File: config.mk
export PLATFORM = sky130hd
export DESIGN_NAME = rcd_top
export DESIGN_NICKNAME = d
export VERILOG_FILES = /design/src/rcd_pkg.sv /design/src/rcd_cal_if.sv /design/src/rcd_top.sv /design/src/rcd_crc.sv /design/src/rcd_cal_check.sv
export SDC_FILE = /design/constraint.sdc
export NUM_CORES = 1
export LEC_CHECK = 0
export ABC_AREA = 1
export CORE_AREA = 2 2 162 164
export CTS_BUF_LIST = sky130_fd_sc_hd__clkbuf_8 sky130_fd_sc_hd__clkbuf_16
export DETAILED_ROUTE_END_ITERATION = 8
export DIE_AREA = 0 0 164 166
export DONT_BUFFER_PORTS = 1
export MAX_ROUTING_LAYER = met4
export PLACE_DENSITY = 0.42
export RECOVER_POWER = 50
export SLEW_MARGIN = 5
export SYNTH_ARGS = -nofsm -noshare
export SYNTH_HDL_FRONTEND = slang
export SYNTH_SLANG_ARGS = --single-unit
File: constraint.sdc
create_clock -name i_clock -period 4.5 [get_ports i_clock]
set_clock_uncertainty 0.05 [all_clocks]
set_input_delay 0.9 -clock i_clock [delete_from_list [all_inputs] [get_ports i_clock]]
set_output_delay 0.9 -clock i_clock [all_outputs]
set_load 0.05 [all_outputs]
File: src/rcd_pkg.sv
/*
  Shared constants for the ROM checksum and diagnostic alert block.
  Assumes a 16-bit register port with a one-cycle read latency.
*/
package rcd_pkg;
  // ==========================================================
  // register offsets
  localparam logic [7:0] OFS_CALIB_ROM_CRC_WORD = 8'h98;
  localparam logic [7:0] OFS_FAILURE_ALERT_TWO  = 8'hA0;
  localparam logic [7:0] OFS_ALERT_SUMMARY      = 8'hA1;
  localparam logic [7:0] OFS_DIAG_SELECT_ONE    = 8'hA2;
  localparam logic [7:0] OFS_DIAG_SELECT_TWO    = 8'hA3;
  localparam logic [7:0] OFS_CAL_FORCE          = 8'hA4;
  localparam logic [7:0] OFS_TOP_CELL_CONFIG    = 8'hA5;
  localparam logic [7:0] OFS_ZS_RESULT          = 8'hA6;
  localparam logic [7:0] OFS_CELL_ALERT         = 8'hA7;
  // ==========================================================
  // field positions
  localparam int FA2_ZERO_SCALE = 0;
  localparam int FA2_SUP1 = 1;   // three supplies at 1..3
  localparam int FA2_GND1 = 4;   // three grounds at 4..6
  localparam int SUM_CAL0 = 0;   // five cal alerts at 0..4
  // ==========================================================
  // reset values and sizes
  localparam logic [15:0] DIAG_SEL_RESET = 16'h0000;
  localparam logic [3:0]  TOP_CELL_RESET = 4'hE;
  localparam int          NUM_CELLS      = 14;
  localparam int          NUM_CAL        = 5;
  localparam int          ROM_WORDS      = 13;
  localparam logic [7:0]  CRC_POLY       = 8'h4D; // x^8+x^6+x^3+x^2+1
  localparam logic [7:0]  CRC_INIT       = 8'h00;
  // overrange value pushed into the calibration path by a force bit
  localparam logic [15:0] CAL_FORCE_VALUE = 16'hFFFF;
  localparam logic [15:0] CAL_LIMIT       = 16'h7FFF;
endpackage

File: src/rcd_cal_if.sv
/*
  Carrier between the top and the calibration checker.
  Assumes one clock domain.
*/
`timescale 1ns/1ps
interface rcd_cal_if;
  logic [4:0] force_bits;
  logic [4:0] overrange;
  modport top (output force_bits, input overrange);
  modport chk (input force_bits, output overrange);
endinterface

File: src/rcd_top.sv
/*
  ROM checksum word and self-diagnostic alert registers.
  Assumes a register master with one-cycle strobes, read data next cycle,
  and comparator flags from the analog monitors synchronous to i_clock.
*/
`timescale 1ns/1ps
module rcd_top
  import rcd_pkg::*;
(
  input  wire logic                      i_clock,
  input  wire logic                      i_rstn,
  input  wire logic [7:0]                i_addr,
  input  wire logic [15:0]               i_wdata,
  input  wire logic                      i_wr,
  input  wire logic                      i_rd,
  output logic      [15:0]               o_rdata,
  input  wire logic [ROM_WORDS*16-1:0]   i_rom,
  input  wire logic                      i_zs_active,
  input  wire logic                      i_zs_valid,
  input  wire logic [11:0]               i_zs_result,
  input  wire logic [NUM_CAL*16-1:0]     i_cal_value,
  input  wire logic [2:0]                i_supply_low,
  input  wire logic [2:0]                i_ground_open,
  input  wire logic [NUM_CELLS-1:0]      i_cell_alert,
  output logic      [15:0]               o_diag_select_one,
  output logic      [15:0]               o_diag_select_two,
  output logic      [NUM_CELLS-1:0]      o_cell_alert_masked,
  output logic      [7:0]                o_rom_checksum,
  output logic                           o_crc_done
);
  // ==========================================================
  // submodules
  rcd_cal_if cal ();

  logic [7:0] crc;
  logic       crc_done;

  rcd_crc u_crc (
    .i_clock (i_clock),
    .i_rstn  (i_rstn),
    .i_rom   (i_rom),
    .o_crc   (crc),
    .o_done  (crc_done)
  );

  rcd_cal_check u_cal (
    .i_clock     (i_clock),
    .i_rstn      (i_rstn),
    .i_cal_value (i_cal_value),
    .cal         (cal)
  );

  // ==========================================================
  // control registers
  logic [15:0] diag_one_q;
  logic [15:0] diag_two_q;
  logic [4:0]  force_q;
  logic [3:0]  top_cell_q;
  logic [11:0] zs_last_q;

  function automatic logic hit(input logic [7:0] a, input logic [7:0] o);
    return a == o;
  endfunction

  always_ff @(posedge i_clock or negedge i_rstn) begin
    if (!i_rstn) begin
      diag_one_q <= DIAG_SEL_RESET;
      diag_two_q <= DIAG_SEL_RESET;
    end else if (i_wr) begin
      if (hit(i_addr, OFS_DIAG_SELECT_ONE)) diag_one_q <= i_wdata;
      if (hit(i_addr, OFS_DIAG_SELECT_TWO)) diag_two_q <= i_wdata;
    end
  end

  always_ff @(posedge i_clock or negedge i_rstn) begin
    if (!i_rstn) begin
      force_q <= 5'h00;
    end else if (i_wr && hit(i_addr, OFS_CAL_FORCE)) begin
      force_q <= i_wdata[4:0];
    end
  end

  // values above the cell count are clamped so no real channel is lost
  always_ff @(posedge i_clock or negedge i_rstn) begin
    if (!i_rstn) begin
      top_cell_q <= TOP_CELL_RESET;
    end else if (i_wr && hit(i_addr, OFS_TOP_CELL_CONFIG)) begin
      top_cell_q <= (i_wdata[3:0] > TOP_CELL_RESET || i_wdata[3:0] == 4'h0)
                    ? TOP_CELL_RESET : i_wdata[3:0];
    end
  end

  assign cal.force_bits = force_q;

  // ==========================================================
  // sticky alerts: set wins over a write-one-to-clear
  logic [6:0]         fa2_q;
  logic [NUM_CAL-1:0] sum_q;
  logic [6:0]         fa2_set;
  logic [NUM_CAL-1:0] sum_set;
  logic [6:0]         fa2_clr;
  logic [NUM_CAL-1:0] sum_clr;

  always_comb begin
    fa2_set = 7'h00;
    fa2_set[FA2_ZERO_SCALE] = i_zs_active && i_zs_valid
                              && (i_zs_result != 12'h000);
    fa2_set[FA2_SUP1 +: 3]  = i_supply_low;
    fa2_set[FA2_GND1 +: 3]  = i_ground_open;
    sum_set = cal.overrange;
    fa2_clr = (i_wr && hit(i_addr, OFS_FAILURE_ALERT_TWO))
              ? i_wdata[6:0] : 7'h00;
    sum_clr = (i_wr && hit(i_addr, OFS_ALERT_SUMMARY))
              ? i_wdata[SUM_CAL0 +: NUM_CAL] : 5'h00;
  end

  always_ff @(posedge i_clock or negedge i_rstn) begin
    if (!i_rstn) begin
      fa2_q <= 7'h00;
      sum_q <= 5'h00;
    end else begin
      fa2_q <= (fa2_q & ~fa2_clr) | fa2_set;
      sum_q <= (sum_q & ~sum_clr) | sum_set;
    end
  end

  // last zero-scale conversion kept for readback
  always_ff @(posedge i_clock or negedge i_rstn) begin
    if (!i_rstn) begin
      zs_last_q <= 12'h000;
    end else if (i_zs_active && i_zs_valid) begin
      zs_last_q <= i_zs_result;
    end
  end

  // ==========================================================
  // unused channel masking
  logic [NUM_CELLS-1:0] cell_mask;

  always_comb begin
    for (int c = 0; c < NUM_CELLS; c++) begin
      cell_mask[c] = (c < int'(top_cell_q));
    end
  end

  always_ff @(posedge i_clock or negedge i_rstn) begin
    if (!i_rstn) begin
      o_cell_alert_masked <= '0;
    end else begin
      o_cell_alert_masked <= i_cell_alert & cell_mask;
    end
  end

  // ==========================================================
  // read port
  logic [15:0] rd_mux;

  always_comb begin
    case (i_addr)
      OFS_CALIB_ROM_CRC_WORD:
        rd_mux = {crc, i_rom[(ROM_WORDS-1)*16 +: 8]};
      OFS_FAILURE_ALERT_TWO: rd_mux = {9'h000, fa2_q};
      OFS_ALERT_SUMMARY:     rd_mux = {11'h000, sum_q};
      OFS_DIAG_SELECT_ONE:   rd_mux = diag_one_q;
      OFS_DIAG_SELECT_TWO:   rd_mux = diag_two_q;
      OFS_CAL_FORCE:         rd_mux = {11'h000, force_q};
      OFS_TOP_CELL_CONFIG:   rd_mux = {12'h000, top_cell_q};
      OFS_ZS_RESULT:         rd_mux = {4'h0, zs_last_q};
      OFS_CELL_ALERT:        rd_mux = {2'h0, o_cell_alert_masked};
      default:               rd_mux = 16'h0000;
    endcase
  end

  always_ff @(posedge i_clock or negedge i_rstn) begin
    if (!i_rstn) begin
      o_rdata <= 16'h0000;
    end else begin
      o_rdata <= i_rd ? rd_mux : 16'h0000;
    end
  end

  // ==========================================================
  // outputs
  assign o_diag_select_one = diag_one_q;
  assign o_diag_select_two = diag_two_q;
  assign o_rom_checksum    = crc;
  assign o_crc_done        = crc_done;
endmodule

File: src/rcd_crc.sv
/*
  Serial CRC-8 over the ROM words, two bytes per word except the checksum byte of the last word.
  Assumes the ROM image is static after reset.
*/
`timescale 1ns/1ps
module rcd_crc
  import rcd_pkg::*;
(
  input  wire logic                      i_clock,
  input  wire logic                      i_rstn,
  input  wire logic [ROM_WORDS*16-1:0]   i_rom,
  output logic      [7:0]                o_crc,
  output logic                           o_done
);
  function automatic logic [7:0] crc_byte(input logic [7:0] c,
                                          input logic [7:0] d);
    logic [7:0] r;
    r = c ^ d;
    for (int b = 0; b < 8; b++) begin
      r = r[7] ? ((r << 1) ^ CRC_POLY) : (r << 1);
    end
    return r;
  endfunction

  logic [4:0] idx_q;
  logic [7:0] acc_q;
  logic [7:0] byte_sel;

  // upper byte of each word first; the checksum byte itself is skipped
  always_comb begin
    byte_sel = i_rom[idx_q[4:1]*16 + (idx_q[0] ? 0 : 8) +: 8];
  end

  always_ff @(posedge i_clock or negedge i_rstn) begin
    if (!i_rstn) begin
      idx_q  <= 5'h00;
      acc_q  <= CRC_INIT;
      o_done <= 1'b0;
      o_crc  <= CRC_INIT;
    end else if (!o_done) begin
      if (idx_q == 5'(2*ROM_WORDS - 1)) begin
        o_done <= 1'b1;
        o_crc  <= crc_byte(acc_q, byte_sel);
      end else begin
        // checksum slot stepped over; the count keeps its length
        if (idx_q != 5'(2*ROM_WORDS - 2)) begin
          acc_q <= crc_byte(acc_q, byte_sel);
        end
        idx_q <= idx_q + 5'h01;
      end
    end
  end
endmodule

File: src/rcd_cal_check.sv
/*
  Digital calibration range check, one lane per offset or gain path.
  Assumes the analog trims arrive synchronous to the clock.
*/
`timescale 1ns/1ps
module rcd_cal_check
  import rcd_pkg::*;
(
  input  wire logic                    i_clock,
  input  wire logic                    i_rstn,
  input  wire logic [NUM_CAL*16-1:0]   i_cal_value,
  rcd_cal_if.chk                       cal
);
  always_ff @(posedge i_clock or negedge i_rstn) begin
    if (!i_rstn) begin
      cal.overrange <= 5'h00;
    end else begin
      for (int k = 0; k < NUM_CAL; k++) begin
        // forced value replaces the real trim so the comparator must trip
        cal.overrange[k] <= (cal.force_bits[k] ? CAL_FORCE_VALUE
                             : i_cal_value[k*16 +: 16]) > CAL_LIMIT;
      end
    end
  end
endmodule

==> reports/results.tsv <==
metric	value	unit
vias in the first global route	7854	
drt wl/cell	19.34	um
placed inst area	0.008372	mm2
R2R depth	18	
Slowest Stage Delay on Critical Path	790	ps
FF-to-FF End	u_crc.o_crc[3]	
clock slew at reported path FFs	60	ps
GPL Wtd Cong	0.8616	
Lkg Pwr	4.642	nW
post-synthesis register bit count	122	
Die Width	164	um
yosys warns	0	
setup TNS	0	ps
gr usage total	0.2303	
Vias/cell	5.006	
HPWL Detailed	24370	um
share of the synthesized area in the top cell type	0.3669	
post-synthesis sequential area ratio	0.3766	
Iter 0 DRT Violations	511	
Routed WL	30800	um
worst rel slew slack	0.2867	
H-tree levels	4	
CTS resizes	0	
chip height	166	um
GRT overflow	0	
Bufs and invs on worst path	2	
cts bufs inserted	17	
synth unique cells	42	
final number of max-transition violations	0	
worst path arrival time	3530	ps
CTS sink cnt	122	
Mapped Nets	1614	
most frequent cells in the layout	nand2_1 (452), inv_1 (182), nand3_1 (132)	
cell family contributing the most delay on the critical path	simple AND/OR/NAND/NOR gates	
CP Capture Type	flip-flop	
Netlist Area Pre-Place	0.008117	mm2
fin crit period	3269	ps
dominant synthesized flop cell	dfrtp_1	
Startpoint Class	flip-flop	
via count	7969	
FF-to-FF Start	u_crc.idx_q[1]	
IO buf count	0	
placed instance count	1558	
Fillers	2896	
pin count of the biggest net entering global routing	123	
root buffer cell	clkbuf_16	
Req. time, crit path	4760	ps
area of the die	0.02722	mm2
r2r setup slk	1230	ps
Synth Instances	1261	
Post-Layout Cell Count	1592	
WS Path Type	reg2reg	
Synth async-reset ratio	1.000	
Avg Cell Area, Syn	6.437	um2
clk_lat worst skew	410	ps
worst-path fanout max	34	
Ports	421	
CTS tree	built	
drt drc	0	
Synth area leaders	dfrtp_1 (37%), nand2_1 (21%), inv_1 (8.4%), nand3_1 (8.1%), o21ai_0 (6.0%)	
worst-margin pin slew	1067	ps
first-pass GRT wire length	46050	um
Hold Violations, Final	0	
unrepaired setup endpoints after global routing	false	
layout cell share with drive strength beyond 1	0.06300	
commonest non-fill, non-tap cell in the layout	nand2_1	
Pwr Total	3.614	mW
num rows	59	
crit-path cells	inv_2 > buf_4 > nand3_1 > nand3_1 > nand3_1 > nand2_1 > nand2_1 > nand2_1 > nand2_1 > nand2_2 > nand2_2 > nand2_1 > nand2_1 > nand2_2 > nand2_2 > nand2_1 > nand3_1 > nand2_1	
maximum clock path buffer count	2	
VDD IR-drop max	0.2568	mV
Final setup violation count	0	
CP most frequent cell	nand2_1	
post-CTS setup buffer count	0	
EDFF count, synth	0	
fin area	0.008985	mm2
power density cells	402.2	mW/mm2
Max Cap Violations	0	
Final nets	1595	
Initial Util	0.3169	
hold_buf cts	0	
top cell type by total area after synthesis	dfrtp_1	
status	finished clean	
Slowest-stage cell, CP	dfrtp_2	
period utilization	0.7264	
worst min path class	in2async	
initial antenna violation count	3	
floorplan core area	0.02562	mm2
Final Core Density	0.3508	
synthesis-to-layout area growth	10.70	%
First-pass DRT Iterations	6	
Max Freq	305.9	MHz
antenna viol nets, final	0	
[cells by family after synthesis]
family                   count (synthesis)  synth area share
multiplexers                             1          0.001233
XOR/XNOR                                 5          0.005395
AND/OR/NAND/NOR                        714            0.3666
buffers and inverters                  237            0.1219
flip-flops                             122            0.3766
AO/OA/AOI/OAI                          179            0.1236
adder cells (fa/ha/maj)                  3          0.004625
[metrics by stage]
step	hold WS [ps]	setup slack [ps]
after detailed placement	369.7	1172
after global routing	106.8	851.9
after global placement	362.7	1173
after floorplan	359.3	2094
after CTS	112.6	1157
final	126.6	1231
[state kept, by name (all words and copies together) (netlist names)]
register             flops
cal.force_bits           5
o_diag_select_one       16
top_cell_q               4
zs_last_q               12
o_cell_alert_masked     14
fa2_q                    7
u_crc.o_crc              8
u_crc.acc_q              8
sum_q                    5
o_rdata                 16
u_crc.idx_q              5
o_diag_select_two       16
u_cal.cal.overrange      5
u_crc.o_done             1
[routing by layer]
metal	GRT usage	routed length, um	vias up
met2	0.3937	15300	305
met1	0.2756	12980	3695
met3	0.05844	2234	21
li1	-	-	3948
met4	0.04157	273	0
met5	-	0	-
[report_power, final]
| part | internal (mW) | leakage, nW | total (mW) | switching [mW] |
|---|---|---|---|---|
| registers | 1.21 | 1.49 | 1.53 | 0.320 |
| logic | 0.225 | 2.86 | 0.666 | 0.442 |
| clock network | 0.889 | 0.288 | 1.42 | 0.532 |
[area by class of cell]
cell class	instances	area [um2]	share of cell area
Multi-Input combinational cell	902	4084	0.4545
Sequential cell	122	3062	0.3408
Inverter	187	704.4	0.07840
Clock buffer	18	439.2	0.04888
Tap cell	335	419.2	0.04665
Clock inverter	13	170.2	0.01894
Timing Repair Buffer	12	98.84	0.01100
Antenna cell	3	7.507	0.0008355
[synth_stat cells, types with 2 or more instances]
master,count
nor4_1,2
o211a_1,2
buf_6,7
or2_2,8
inv_1,181
o211ai_1,5
nand3_2,2
a2111oi_0,2
a31oi_1,8
and3_1,2
nand2_1,452
buf_2,18
a21boi_0,3
o21ai_0,97
a221oi_1,8
nand3_1,132
dfstp_2,3
clkbuf_1,18
dfrtp_1,119
nor2_2,2
nand4_1,9
nor3_1,6
o21ai_1,10
a21oi_1,30
nor2_1,83
xor2_1,5
nand2_2,12
ha_1,3
o22ai_1,10
buf_4,6
inv_2,5
[worst max-delay path by stage]
stage	from	endpoint	cells after the start
3_3_place_gp	u_crc.idx_q[1]	u_crc.o_crc[3]	18
3_5_place_dp	u_crc.idx_q[1]	u_crc.o_crc[3]	18
5_1_grt	u_crc.idx_q[1]	u_crc.o_crc[3]	19
4_1_cts	u_crc.idx_q[1]	u_crc.o_crc[3]	18
6_report	u_crc.idx_q[1]	u_crc.o_crc[3]	18
2_1_floorplan	i_addr[7]	o_diag_select_two[1]	8
No activity file was read; power rests on OpenSTA's default activity.
